**config.mk**
```make
export PLATFORM = sky130hd
export DESIGN_NAME = mcs_core
export DESIGN_NICKNAME = d
export VERILOG_FILES = /design/src/hdl/mcs_pkg.sv /design/src/hdl/mcs_core.sv
export VERILOG_INCLUDE_DIRS = /design/src /design/src/hdl
export SDC_FILE = /design/constraint.sdc
export NUM_CORES = 1
export LEC_CHECK = 0
export ABC_AREA = 1
export BUFFER_PORTS_ARGS = -buffer_cell sky130_fd_sc_hd__buf_2
export CAP_MARGIN = 25
export CORE_ASPECT_RATIO = 1.4
export CORE_MARGIN = 1.5
export CORE_UTILIZATION = 55
export CTS_CLUSTER_DIAMETER = 60
export CTS_CLUSTER_SIZE = 24
export DETAILED_ROUTE_END_ITERATION = 16
export GPL_TIMING_DRIVEN = 0
export PLACE_DENSITY = 0.72
export SYNTH_ARGS = -nofsm -noshare
export SYNTH_HDL_FRONTEND = slang
export SYNTH_SLANG_ARGS = --single-unit
export TNS_END_PERCENT = 20
```
**constraint.sdc**
```tcl
create_clock -name clock -period 9.6 [get_ports clock]
set_clock_uncertainty 0.15 [all_clocks]
set_input_delay 0.48 -clock clock [delete_from_list [all_inputs] [get_ports clock]]
set_output_delay 0.48 -clock clock [all_outputs]
set_load 0.05 [all_outputs]
```
**src/hdl/mcs_map.svh**
```systemverilog
// register offsets, field positions, reset values and widths of the core sequencer
`ifndef MCS_MAP_SVH
`define MCS_MAP_SVH

// ---------------------------------------------------------------
// widths and sizes
// ---------------------------------------------------------------
`define MCS_PC_W        10
`define MCS_WORD_W      14
`define MCS_DADDR_W     7
`define MCS_RAM_DEPTH   32
`define MCS_FLG_W       6
`define MCS_HI_W        6

// ---------------------------------------------------------------
// data memory map
// ---------------------------------------------------------------
`define MCS_ADDR_IND    7'h00
`define MCS_ADDR_PTR    7'h01
`define MCS_ADDR_ACC    7'h05
`define MCS_ADDR_PCL    7'h06
`define MCS_ADDR_LPTR   7'h07
`define MCS_ADDR_LHI    7'h08
`define MCS_ADDR_FLAGS  7'h0A
`define MCS_ADDR_RAM_LO 7'h20
`define MCS_ADDR_RAM_HI 7'h3F

// ---------------------------------------------------------------
// flag register bit positions
// ---------------------------------------------------------------
`define MCS_FLG_C       0
`define MCS_FLG_AC      1
`define MCS_FLG_Z       2
`define MCS_FLG_OV      3
`define MCS_FLG_PD      4
`define MCS_FLG_TO      5

// ---------------------------------------------------------------
// constant values
// ---------------------------------------------------------------
`define MCS_PC_RESET    10'h000
`define MCS_PC_STEP     10'h001
`define MCS_LAST_PAGE   2'h3
`define MCS_BYTE_ZERO   8'h00
`define MCS_PTR_TOP     1'b1
`define MCS_NIBBLE_MAX  4'h9
`define MCS_DAA_LO      9'h006
`define MCS_DAA_HI      9'h060
`define MCS_IRQ_VECTOR  10'h004

`endif

```
**src/hdl/mcs_pkg.sv**
```systemverilog
// types shared by the core sequencer: phases, operation kinds, alu functions, state
`include "mcs_map.svh"

package mcs_pkg;

   // ------------------------------------------------------------
   // instruction cycle phases
   // ------------------------------------------------------------
   typedef enum logic [3:0] {
      MCS_PH1 = 4'b0001,
      MCS_PH2 = 4'b0010,
      MCS_PH3 = 4'b0100,
      MCS_PH4 = 4'b1000
   } mcs_phase_type;

   // ------------------------------------------------------------
   // decoded operation kinds and alu functions
   // ------------------------------------------------------------
   typedef enum logic [3:0] {
      MCS_K_NOP, MCS_K_ALU, MCS_K_SKIP, MCS_K_JUMP, MCS_K_CALL,
      MCS_K_SUBROUTINE_EXIT, MCS_K_INTERRUPT_EXIT,
      MCS_K_LOOKUP_CUR, MCS_K_LOOKUP_LAST, MCS_K_WATCHDOG_CLEAR, MCS_K_SLEEP
   } mcs_kind_type;

   typedef enum logic [4:0] {
      MCS_F_PASS, MCS_F_ADD, MCS_F_ADC, MCS_F_SUB, MCS_F_SBC, MCS_F_DAA,
      MCS_F_AND, MCS_F_OR, MCS_F_XOR, MCS_F_CPL, MCS_F_RL, MCS_F_RR,
      MCS_F_RLC, MCS_F_RRC, MCS_F_INC, MCS_F_DEC, MCS_F_BIT_SET,
      MCS_F_BIT_CLEAR, MCS_F_BIT_TEST, MCS_F_CLEAR
   } mcs_alu_fn_type;

   // ------------------------------------------------------------
   // complete core state
   // ------------------------------------------------------------
   typedef struct packed {
      mcs_phase_type                               phase;
      logic [`MCS_PC_W-1:0]                        pc;
      logic [`MCS_WORD_W-1:0]                      instr;
      logic                                        flush;
      logic                                        tbl_pend;
      logic [`MCS_PC_W-1:0]                        tbl_addr;
      logic [`MCS_DADDR_W-1:0]                     tbl_dest;
      logic [`MCS_PC_W-1:0]                        stack;
      logic [7:0]                                  acc;
      logic [`MCS_DADDR_W-1:0]                     ptr;
      logic [7:0]                                  lptr;
      logic [`MCS_HI_W-1:0]                        hi;
      logic [`MCS_FLG_W-1:0]                       flags;
      logic [`MCS_RAM_DEPTH-1:0][7:0]              ram;
      logic                                        irq_taken;
   } mcs_state_type;

endpackage : mcs_pkg

```
**src/hdl/mcs_core.sv**
```systemverilog
// four-phase instruction sequencer, data memory map, alu and flags of the 8-bit core
`timescale 1ns/10ps
`default_nettype none
`include "mcs_map.svh"

module mcs_core
   import mcs_pkg::*;
#(
   parameter logic [`MCS_PC_W-1:0] IRQ_VECTOR = `MCS_IRQ_VECTOR
) (
   input  wire logic                       clock,
   input  wire logic                       rstn,
   output logic [`MCS_PC_W-1:0]            prog_addr,
   input  wire logic [`MCS_WORD_W-1:0]     prog_data,
   output logic [`MCS_WORD_W-1:0]          exec_word,
   output logic                            exec_valid,
   output mcs_phase_type                   cycle_phase,
   input  wire mcs_kind_type               dec_kind,
   input  wire mcs_alu_fn_type             dec_fn,
   input  wire logic [`MCS_DADDR_W-1:0]    dec_addr,
   input  wire logic [7:0]                 dec_imm,
   input  wire logic                       dec_use_imm,
   input  wire logic                       dec_to_acc,
   input  wire logic                       dec_to_mem,
   input  wire logic                       dec_skip_on_zero,
   input  wire logic                       irq_ack,
   output logic                            irq_taken,
   input  wire logic                       dog_timeout,
   output logic                            powerdown_flag,
   output logic                            dog_expiry_flag
);

   // ------------------------------------------------------------
   // data memory decode
   // ------------------------------------------------------------
   function automatic logic [`MCS_DADDR_W-1:0] mcs_eff(input mcs_state_type s,
                                                       input logic [`MCS_DADDR_W-1:0] a);
      mcs_eff = (a == `MCS_ADDR_IND) ? s.ptr : a;
   endfunction : mcs_eff

   function automatic logic [7:0] mcs_read(input mcs_state_type s,
                                           input logic [`MCS_DADDR_W-1:0] a);
      logic [`MCS_DADDR_W-1:0] ea;
      ea = mcs_eff(s, a);
      case (ea)
         `MCS_ADDR_PTR:   mcs_read = {`MCS_PTR_TOP, s.ptr};
         `MCS_ADDR_ACC:   mcs_read = s.acc;
         `MCS_ADDR_PCL:   mcs_read = s.pc[7:0];
         `MCS_ADDR_LPTR:  mcs_read = s.lptr;
         `MCS_ADDR_LHI:   mcs_read = {2'h0, s.hi};
         `MCS_ADDR_FLAGS: mcs_read = {2'h0, s.flags};
         default: begin
            // pointer aimed at 00H lands here and reads zero
            if (ea >= `MCS_ADDR_RAM_LO && ea <= `MCS_ADDR_RAM_HI) begin
               mcs_read = s.ram[ea[4:0]];
            end else begin
               mcs_read = `MCS_BYTE_ZERO;
            end
         end
      endcase
   endfunction : mcs_read

   // ------------------------------------------------------------
   // state
   // ------------------------------------------------------------
   mcs_state_type            s_q;
   mcs_state_type            s_d;
   logic                     exec_now;
   logic [7:0]               opa;
   logic [7:0]               opb;
   logic [7:0]               bx;
   logic [7:0]               bmask;
   logic                     cin;
   logic [4:0]               lo_sum;
   logic [7:0]               mid_sum;
   logic [8:0]               sum;
   logic [8:0]               adj;
   logic [7:0]               res;
   logic                     c_n;
   logic [3:0]               upd;
   logic                     wr_en;
   logic [`MCS_DADDR_W-1:0]  wr_addr;
   logic [7:0]               wr_data;
   logic [`MCS_DADDR_W-1:0]  wa;

   assign exec_now = (s_q.phase == MCS_PH4) && !s_q.flush && !s_q.tbl_pend;

   // ------------------------------------------------------------
   // alu
   // ------------------------------------------------------------
   always_comb begin
      opa   = s_q.acc;
      opb   = dec_use_imm ? dec_imm : mcs_read(s_q, dec_addr);
      bmask = 8'h01 << dec_imm[2:0];
      bx    = (dec_fn == MCS_F_SUB || dec_fn == MCS_F_SBC) ? ~opb : opb;
      case (dec_fn)
         MCS_F_SUB: cin = 1'b1;
         MCS_F_ADC,
         MCS_F_SBC: cin = s_q.flags[`MCS_FLG_C];
         default:   cin = 1'b0;
      endcase
      lo_sum  = {1'b0, opa[3:0]} + {1'b0, bx[3:0]} + {4'h0, cin};
      mid_sum = {1'b0, opa[6:0]} + {1'b0, bx[6:0]} + {7'h00, cin};
      sum     = {1'b0, opa} + {1'b0, bx} + {8'h00, cin};
      adj     = {1'b0, opb};
      if (opb[3:0] > `MCS_NIBBLE_MAX || s_q.flags[`MCS_FLG_AC]) begin
         adj = 9'(adj + `MCS_DAA_LO);
      end
      if (adj[7:4] > `MCS_NIBBLE_MAX || adj[8] || s_q.flags[`MCS_FLG_C]) begin
         adj = 9'(adj + `MCS_DAA_HI);
      end
      res = opb;
      c_n = s_q.flags[`MCS_FLG_C];
      upd = 4'h0;
      case (dec_fn)
         MCS_F_ADD, MCS_F_ADC, MCS_F_SUB, MCS_F_SBC: begin
            res = sum[7:0];
            c_n = sum[8];
            upd = 4'hF;
         end
         MCS_F_DAA: begin
            res = adj[7:0];
            c_n = adj[8] | s_q.flags[`MCS_FLG_C];
            upd = 4'h1;
         end
         MCS_F_AND: begin
            res = opa & opb;
            upd = 4'h4;
         end
         MCS_F_OR: begin
            res = opa | opb;
            upd = 4'h4;
         end
         MCS_F_XOR: begin
            res = opa ^ opb;
            upd = 4'h4;
         end
         MCS_F_CPL: begin
            res = ~opb;
            upd = 4'h4;
         end
         MCS_F_RL:        res = {opb[6:0], opb[7]};
         MCS_F_RR:        res = {opb[0], opb[7:1]};
         MCS_F_RLC: begin
            res = {opb[6:0], s_q.flags[`MCS_FLG_C]};
            c_n = opb[7];
            upd = 4'h1;
         end
         MCS_F_RRC: begin
            res = {s_q.flags[`MCS_FLG_C], opb[7:1]};
            c_n = opb[0];
            upd = 4'h1;
         end
         MCS_F_INC: begin
            res = 8'(opb + 8'h01);
            upd = 4'h4;
         end
         MCS_F_DEC: begin
            res = 8'(opb - 8'h01);
            upd = 4'h4;
         end
         MCS_F_BIT_SET:   res = opb | bmask;
         MCS_F_BIT_CLEAR: res = opb & ~bmask;
         MCS_F_BIT_TEST:  res = opb & bmask;
         MCS_F_CLEAR:     res = `MCS_BYTE_ZERO;
         default:         res = opb;
      endcase
   end

   // ------------------------------------------------------------
   // sequencer and register file
   // ------------------------------------------------------------
   always_comb begin
      s_d           = s_q;
      s_d.irq_taken = 1'b0;
      wr_en         = 1'b0;
      wr_addr       = dec_addr;
      wr_data       = res;
      wa            = `MCS_ADDR_IND;
      case (s_q.phase)
         MCS_PH1: s_d.phase = MCS_PH2;
         MCS_PH2: s_d.phase = MCS_PH3;
         MCS_PH3: s_d.phase = MCS_PH4;
         MCS_PH4: s_d.phase = MCS_PH1;
         default: s_d.phase = MCS_PH1;
      endcase
      if (s_q.phase == MCS_PH4) begin
         if (s_q.tbl_pend) begin
            // second lookup cycle: the bus carried the table word, no fetch
            s_d.tbl_pend = 1'b0;
            s_d.hi       = prog_data[`MCS_WORD_W-1:8];
            wr_en        = 1'b1;
            wr_addr      = s_q.tbl_dest;
            wr_data      = prog_data[7:0];
         end else begin
            s_d.instr = prog_data;
            s_d.pc    = `MCS_PC_W'(s_q.pc + `MCS_PC_STEP);
            s_d.flush = 1'b0;
         end
         if (exec_now) begin
            case (dec_kind)
               MCS_K_ALU: begin
                  if (dec_to_acc) begin
                     s_d.acc = res;
                  end
                  wr_en = dec_to_mem;
                  if (upd[0]) s_d.flags[`MCS_FLG_C] = c_n;
                  if (upd[1]) s_d.flags[`MCS_FLG_AC] = lo_sum[4];
                  if (upd[2]) s_d.flags[`MCS_FLG_Z] = (res == `MCS_BYTE_ZERO);
                  if (upd[3]) s_d.flags[`MCS_FLG_OV] = mid_sum[7] ^ sum[8];
               end
               MCS_K_SKIP: begin
                  wr_en = dec_to_mem;
                  if ((res == `MCS_BYTE_ZERO) == dec_skip_on_zero) begin
                     s_d.flush = 1'b1;
                  end
               end
               MCS_K_JUMP: begin
                  s_d.pc    = s_q.instr[`MCS_PC_W-1:0];
                  s_d.flush = 1'b1;
               end
               MCS_K_CALL: begin
                  // a single level: an older return address is simply lost
                  s_d.stack = s_q.pc;
                  s_d.pc    = s_q.instr[`MCS_PC_W-1:0];
                  s_d.flush = 1'b1;
               end
               MCS_K_SUBROUTINE_EXIT, MCS_K_INTERRUPT_EXIT: begin
                  s_d.pc    = s_q.stack;
                  s_d.flush = 1'b1;
               end
               MCS_K_LOOKUP_CUR, MCS_K_LOOKUP_LAST: begin
                  s_d.tbl_pend = 1'b1;
                  s_d.tbl_dest = dec_addr;
                  s_d.tbl_addr = {(dec_kind == MCS_K_LOOKUP_LAST) ? `MCS_LAST_PAGE
                                                                  : s_q.pc[9:8],
                                  s_q.lptr};
               end
               MCS_K_WATCHDOG_CLEAR: begin
                  s_d.flags[`MCS_FLG_PD] = 1'b0;
                  s_d.flags[`MCS_FLG_TO] = 1'b0;
               end
               MCS_K_SLEEP: begin
                  s_d.flags[`MCS_FLG_PD] = 1'b1;
                  s_d.flags[`MCS_FLG_TO] = 1'b0;
               end
               default: s_d.flush = s_d.flush;
            endcase
         end
         if (wr_en) begin
            wa = mcs_eff(s_q, wr_addr);
            case (wa)
               `MCS_ADDR_PTR:   s_d.ptr = wr_data[`MCS_DADDR_W-1:0];
               `MCS_ADDR_ACC:   s_d.acc = wr_data;
               `MCS_ADDR_PCL: begin
                  s_d.pc    = {s_q.pc[9:8], wr_data};
                  s_d.flush = 1'b1;
               end
               `MCS_ADDR_LPTR:  s_d.lptr = wr_data;
               // explicit writes win over the alu's own flag update
               `MCS_ADDR_FLAGS: s_d.flags[`MCS_FLG_OV:`MCS_FLG_C] = wr_data[3:0];
               default: begin
                  if (wa >= `MCS_ADDR_RAM_LO && wa <= `MCS_ADDR_RAM_HI) begin
                     s_d.ram[wa[4:0]] = wr_data;
                  end
               end
            endcase
         end
         // interrupt only at a plain boundary; the requester holds irq_ack until taken
         if (irq_ack && exec_now && !s_d.flush && !s_d.tbl_pend) begin
            s_d.stack     = s_q.pc;
            s_d.pc        = IRQ_VECTOR;
            s_d.flush     = 1'b1;
            s_d.irq_taken = 1'b1;
         end
      end
      if (dog_timeout) begin
         s_d.flags[`MCS_FLG_TO] = 1'b1;
      end
      if (!rstn) begin
         s_d          = '0;
         s_d.phase    = MCS_PH1;
         s_d.pc       = `MCS_PC_RESET;
         s_d.flush    = 1'b1;
      end
   end

   always_ff @(posedge clock) begin
      s_q <= s_d;
   end

   // ------------------------------------------------------------
   // outputs
   // ------------------------------------------------------------
   assign prog_addr       = s_q.tbl_pend ? s_q.tbl_addr : s_q.pc;
   assign exec_word       = s_q.instr;
   assign exec_valid      = !s_q.flush && !s_q.tbl_pend;
   assign cycle_phase     = s_q.phase;
   assign irq_taken       = s_q.irq_taken;
   assign powerdown_flag  = s_q.flags[`MCS_FLG_PD];
   assign dog_expiry_flag = s_q.flags[`MCS_FLG_TO];

   // ------------------------------------------------------------
   // assertions
   // ------------------------------------------------------------
   logic [7:0] ptr_view;
   logic [7:0] flag_view;
   logic       branch_now;
   logic       lookup_now;
   assign ptr_view   = mcs_read(s_q, `MCS_ADDR_PTR);
   assign flag_view  = mcs_read(s_q, `MCS_ADDR_FLAGS);
   assign branch_now = exec_now && (dec_kind == MCS_K_JUMP);
   assign lookup_now = exec_now && (dec_kind == MCS_K_LOOKUP_CUR || dec_kind == MCS_K_LOOKUP_LAST);
endmodule : mcs_core
`default_nettype wire

```
### Yosys cells after proc, flatten, opt, wreduce, memory -nomap -nowiden

Index checks and enable logic that the tools add are counted.

| word-level totals | value |
|---|---|
| output and inout bits | 32 |
| register bits after elaboration | 349 |
| logic and storage cells | 242 |
| bits of input ports | 46 |

| operators by class | value |
|---|---|
| magnitude comparators | 9 |
| equality and inequality tests | 50 |
| bitwise operators | 12 |
| reduce and logical (&&, ||, !) cells | 45 |
| $add $sub $neg | 11 |
| multiplexer cells | 65 |
| shift operators | 1 |

Operator list:

| cell | count |
|---|---|
| 2-to-1 mux 256 bit | 2 |
| 2-to-1 mux 263 bit | 1 |
| 2-to-1 mux 260 bit | 1 |
| bitwise mux 256 bit | 1 |
| case mux 8 bit (16 select lines) | 1 |
| 2-to-1 mux 8 bit | 11 |
| 2-to-1 mux 37 bit | 2 |
| 2-to-1 mux 10 bit | 7 |
| case mux 8 bit (6 select lines) | 1 |
| == test 7 x 3 -> 1 bit, second input constant | 6 |
| binary-select mux 8 bit (select 5 bit) | 1 |
| demux 8 bit (select 5 bit) | 1 |
| == test 5 x 4 -> 1 bit, second input constant | 8 |
| 2-to-1 mux 7 bit | 5 |
| 2-to-1 mux 25 bit | 1 |
| bitwise AND 8 bit | 3 |
| case mux 4 bit (3 select lines) | 2 |
| 2-to-1 mux 23 bit | 1 |
| == test 7 x 4 -> 1 bit, second input constant | 3 |
| == test 4 x 3 -> 1 bit, second input constant | 5 |
| == test 5 x 3 -> 1 bit, second input constant | 4 |
| == test 5 bit, second input constant | 4 |
| case mux 10 bit (2 select lines) | 1 |
| 2-to-1 mux 18 bit | 1 |
| 58 further kinds | 120 |

### Depth between registers and ports, before layout

| logic depth | value |
|---|---|
| depth after elaboration | 30 |
| gate-level depth with buffers | 46 |
| gate-level depth less buffers | 44 |

### Worst setup path after synthesis

No wires, ideal clock.

| timing | value |
|---|---|
| kind | input-to-reg |
| from | input port dec_addr[1] |
| to | register s_q[292] (netlist bit) |
| path slack | 4195 ps |
| library setup time | 129 ps |
| arrival | 5126 ps |
| path buffers | 2 |
| data required time | 9321 ps |
| stages on the path | 42 |
| cell sequence | inv_2 -> nand2_2 -> nor2_8 -> nand3_2 -> nand2_4 -> nand2_1 -> buf_2 -> or2_2 -> o2111ai_1 -> nand3_1 -> nand3_1 -> nand2_1 -> nand3_1 -> nand2_1 -> nand2_1 -> xor2_1 -> fa_1 -> inv_1 -> [... 6 more ...] -> a311oi_1 -> o21ai_0 -> o21bai_1 -> a21oi_1 -> nand3_1 -> nor2_1 -> nand3_1 -> nor2_2 -> nand3_2 -> nand2_1 -> nand3_1 -> nand2_1 -> nand2_2 -> nand3_4 -> nand2_4 -> buf_6 -> nand2_1 -> a21oi_2 |

| on the way | value |
|---|---|
| cells in the longest elaborated chain, start to end | 29 |
| elaborated cells between the ends (all ways) | 59 |
| those cells by class | add/sub (6); order compare (4); eq/ne (10); mux (21); bitwise (7); reduce/logical (11) |

Ends and longest elaborated chain:

| element | line | RTL |
|---|---|---|
| from (decl) | mcs_core.sv:20 | `` input wire logic [`MCS_DADDR_W-1:0] dec_addr, `` |
| branches (longest 22 deep; another with adder 8 x 3 -> 9 bit) | -- |  |
| 2-to-1 mux 1 bit * | mcs_core.sv:250 | `if (wr_en) begin` |
| 2-to-1 mux 1 bit * | mcs_core.sv:187 | `if (s_q.phase == MCS_PH4) begin` |
| logical NOT 1 bit * | mcs_core.sv:270 | `if (irq_ack && exec_now && !s_d.flush && !s_d.tbl_pend) begin` |
| logical AND 1 bit * (2 in a row) | mcs_core.sv:270 |  |
| inequality test 3 x 1 -> 1 bit (no line) or inequality test 3 x 2 -> 1 bit (tied branches) | -- |  |
| AND reduction 3 bit (no line) | -- |  |
| to (signal assigned) | mcs_core.sv:289 | `s_q <= s_d;` |
| to (decl) | mcs_core.sv:66 | `mcs_state_type s_q;` |

Every way passes the cells marked *. The select of a mux whose other input is x is not followed.
A chain may end at the register's enable or synchronous reset.

==> impl_summary.md <==
Worst setup path
Along the worst path, the maximum fanout reaches 10. The worst path arrival time is 7350 ps. The worst-case reg-to-reg path depth is 32. The category of the worst setup path capture point is a flop. On the critical path, the stage with the largest delay is an instance of sky130_fd_sc_hd__nor2_1. The startpoint type of the worst setup path is a flop.

The setup path with the least slack is of type flop to flop. The data required time of the critical path is 9900 ps. In this run the critical register-to-register path is launched from ptr_view[0]$_SDFFE_PN0P_.

In this design, the stage delay of the slowest critical-path cell is 690 ps. Across all register-to-register paths, the minimum setup slack is 2560 ps.

Min path
The depth of the worst hold-timing path is 3. In this run the most critical hold path is launched from prog_data[0]. The endpoint of the worst hold path is exec_word[0]$_SDFFE_PN0P_. In this run the worst hold path is classified as input pin to flop.

Die
For this design the top-level I/O count stands at 78. After floorplanning, the core was sized to cover 0.0356 mm². The die covers 0.0371 mm².

For this configuration, the core starts out at a cell density of 55.6%. In this run the core area contains 82 standard-cell rows. The y dimension of the die is 227 µm.

The width of the chip is 163 µm.

Logic synthesis
The number of enable flip-flop cells after synthesis is 0. The flop and latch count out of synthesis is 349. sky130_fd_sc_hd__dfxtp_1 takes more of the synthesized area than any other cell. The average instance in the mapped netlist occupies 6.34 µm².

The number of distinct library cells after synthesis is 57. The count of mapped cells out of synthesis is 3,122. After synthesis, the share of flip-flops with an asynchronous set or reset is 0%. Yosys printed 0 warnings. By area the synthesized netlist is led by sky130_fd_sc_hd__dfxtp_1 (35%), sky130_fd_sc_hd__nand2_1 (13%), sky130_fd_sc_hd__o21ai_0 (10%). Counting every net in the synthesized netlist gives 3,187. The leading register cell type out of synthesis is sky130_fd_sc_hd__dfxtp_1. After synthesis the cells add up to 0.0198 mm². The share of the Yosys chip area taken by registers is 35.3%. The fraction of synthesized cell area taken by the top area cell type is 35.3%.

Placement
The number of placed instances, taps included is 3,664. The count of buffers added on input and output ports is 75. Before CTS, the worst setup slack after placement is 2110 ps.

The post-detailed-placement cell area is 0.0208 mm². The congestion estimate from routability-driven global placement came to 1.03. The HPWL after detailed placement is 56,500 µm.

Timing
Setup repair after global routing left no endpoint under its margin. The achievable clock frequency is 142 MHz. After layout, the worst path uses 73.3% of the clock period. The number of pins exceeding their max-slew limit in the final report is 0. The worst slew margin relative to its limit is 29.2%. The shortest period the worst path allows is 7040 ps. In the post-route analysis, the smallest setup slack over all paths is 2560 ps. The accumulated negative setup slack is 0 ps. The number of hold violations in the final report was 0. The transition time at the pin with the least slew margin is 1060 ps.

Setup violations remaining at the end of the flow were counted as 0.

Clock tree
The deepest level of the CTS H-tree is 1. The clock drives 349 sinks. Counting the buffers created by CTS gives 27. TritonCTS built the clock tree. The cell at the root of the clock tree is sky130_fd_sc_hd__clkbuf_16. At the later pin of the worst-skew pair, clock insertion delay measures 610 ps.

In this run the post-CTS setup repair buffer count came out at 0. The clock-pin slew of the registers on the worst-case setup and hold paths is 90 ps. After clock tree synthesis, the repair step resized 0 gates.

The maximum clock path buffer count is 3.

Finish
The most frequent standard cell in the layout excluding fill and tap cells is sky130_fd_sc_hd__nand2_1. In the final layout, the multi-input gates occupy 0.00998 mm². The number of cells in the finished layout apart from fillers is 3,716. The synthesis-to-layout area growth is 9.97%. In the layout the commonest cells are sky130_fd_sc_hd__nand2_1 (667), sky130_fd_sc_hd__inv_1 (521), sky130_fd_sc_hd__o21ai_0 (398). In the final layout, the share of cells above drive strength 1 is 7.84%.

Summing all flip-flop and latch instances after layout gives 0.00699 mm². Counting the fill cells in the layout gives 3,440. The number of nets in the final layout is 3,298. Summing all non-filler instances in the final layout gives an area of 0.0218 mm².

Drt
For this block, the routed nets add up to 75,300 µm of wire. The remaining routing DRC violations is 0. The via count is 21,325. The via density per instance is 5.74. The residual antenna-violating net count after detailed routing is 0.

The initial DRC count is 1,963. The post-detailed-route wirelength per cell is 20.3 µm. The number of iterations in the first detailed-routing pass is 5.

Power and ir drop
The overall power consumption is 0.00319 W. Of the total power, the clock network draws 38.4%. The cell-internal power is 0.00216 W. The peak supply drop is 0.208 mV. The static power due to leakage is 10.5 nW. The portion of total power attributed to sequential cells is 45.6%.

The net switching power of the design is 0.00103 W. Dividing total power by cell area gives a power density of 146 mW/mm². Combinational cells account for 16.0% of the total power. The switching power as a share of total power is 32.3%.

GRT
The initial antenna violation count is 1. The via count of the first global-routing pass is 19,843. The total routing usage reported by global routing is 40.0%.

Entering global routing, the biggest net connects 25 pins. The first global-routing pass estimated 112,000 µm of wire. The total grt overflow is 0.

Flow run
The count of max-cap constraint violations is 0.

Run status
The run finished with clean final reports.
==> synthesized netlist by cell type (2+ instances only) <==
library cell and count:
sky130_fd_sc_hd__o31ai_1 2, sky130_fd_sc_hd__a211oi_1 2, sky130_fd_sc_hd__a2111oi_0 2, sky130_fd_sc_hd__a21oi_4 4, sky130_fd_sc_hd__fa_1 3, sky130_fd_sc_hd__xor2_1 16, sky130_fd_sc_hd__nand3_1 145, sky130_fd_sc_hd__nor4_1 6
sky130_fd_sc_hd__nand3_2 3, sky130_fd_sc_hd__a21oi_2 3, sky130_fd_sc_hd__dfxtp_1 349, sky130_fd_sc_hd__o21ai_0 398, sky130_fd_sc_hd__a31oi_1 6, sky130_fd_sc_hd__nand2_1 667, sky130_fd_sc_hd__o211ai_1 30, sky130_fd_sc_hd__clkinv_1 20
sky130_fd_sc_hd__buf_2 13, sky130_fd_sc_hd__buf_6 6, sky130_fd_sc_hd__o21ai_1 11, sky130_fd_sc_hd__nor3_1 30, sky130_fd_sc_hd__nand3b_1 12, sky130_fd_sc_hd__o2111ai_1 9, sky130_fd_sc_hd__nor2_2 8, sky130_fd_sc_hd__o21a_1 2
sky130_fd_sc_hd__o22ai_1 14, sky130_fd_sc_hd__buf_4 33, sky130_fd_sc_hd__a21oi_1 336, sky130_fd_sc_hd__or2_2 5, sky130_fd_sc_hd__o221ai_1 8, sky130_fd_sc_hd__clkbuf_1 81, sky130_fd_sc_hd__ha_1 16, sky130_fd_sc_hd__o21bai_1 2
sky130_fd_sc_hd__nand4_1 23, sky130_fd_sc_hd__xnor2_1 6, sky130_fd_sc_hd__buf_1 9, sky130_fd_sc_hd__inv_2 14, sky130_fd_sc_hd__nor2_1 261, sky130_fd_sc_hd__and2_1 2, sky130_fd_sc_hd__inv_1 521, sky130_fd_sc_hd__nor2_4 2
sky130_fd_sc_hd__nand2_4 6, sky130_fd_sc_hd__nand2_2 21
==> worst max-delay path, delay by kind of cell (launching register included) <==
kind                     cells  cell delay [ps]
AO/OA/AOI/OAI                4              480
XOR/XNOR                     1              210
adder cells (fa/ha/maj)      2              630
buffers and inverters        7             1600
flip-flops                   1              420
AND/OR/NAND/NOR             18             3370
==> repair_timing <==
action,in CTS,in global routing
endpoints found under the setup margin,0,0
endpoints found under the hold margin,2,0
hold buffers,2,0
==> per-layer routing <==
layer / vias to the layer above / part of all wire (%) / wire (µm) / track usage, %
met3: 369 / 8.0 / 6060 / 6.23
li1: 10194 / - / - / -
met4: 0 / 9.0 / 6810 / 32.1
met2: 1054 / 47 / 35200 / 68.3
met5: - / 0 / 0 / 0
met1: 9708 / 36 / 27300 / 43.9
==> stage by stage <==
step	utilization, %	hold slack [ps]
6_report	61.1	10.5
5_1_grt	61.1	25.6
4_1_cts	61.1	2.60
3_5_place_dp	58.4	309
3_3_place_gp	58.2	303
2_1_floorplan	-	289
==> power by group through the flow <==
stage               combinational, W  sequential (W)  clock, W
finish                      0.000509         0.00145   0.00122
floorplan                   0.000292         0.00149         0
CTS                         0.000493         0.00145   0.00122
detailed placement          0.000490         0.00149         0
global route                0.000538         0.00145   0.00128
global placement            0.000481         0.00149         0
==> layout make-up <==
| type | instances | area share (%) |
|---|---|---|
| buffer | 144 | 3.40 |
| inverter | 556 | 9.60 |
| multi-input combinational | 2073 | 45.9 |
| clock inverter | 20 | 1.14 |
| sequential | 349 | 32.1 |
| antenna | 1 | 0.0115 |
| clock buffer | 29 | 3.19 |
| timing repair buffer | 82 | 2.02 |
| tap | 462 | 2.66 |
==> worst max-delay path by stage <==
stage,startpoint,end,cells past startpoint
after floorplan,dec_addr[1],s_q[292]$_SDFFE_PN0P_,42
after global placement,dec_addr[5],flop,34
after detailed placement,dec_addr[0],flop,33
after CTS,ptr_view[0]$_SDFFE_PN0P_,flop,32
after global routing,ptr_view[0]$_SDFFE_PN0P_,s_q[301]$_SDFFE_PN0P_,35
final,ptr_view[0]$_SDFFE_PN0P_,flop,32
==> cells by family after synthesis <==
kind of cell	Yosys count	synth area share [%]
AND/OR/NAND/NOR	1196	25.5
AO/OA/AOI/OAI	835	22.5
buffers and inverters	700	14.3
flip-flops	349	35.3
XOR/XNOR	22	0.974
adder cells (fa/ha/maj)	19	1.32
multiplexers	1	0.0506
No activity file was read; power rests on OpenSTA's default activity.
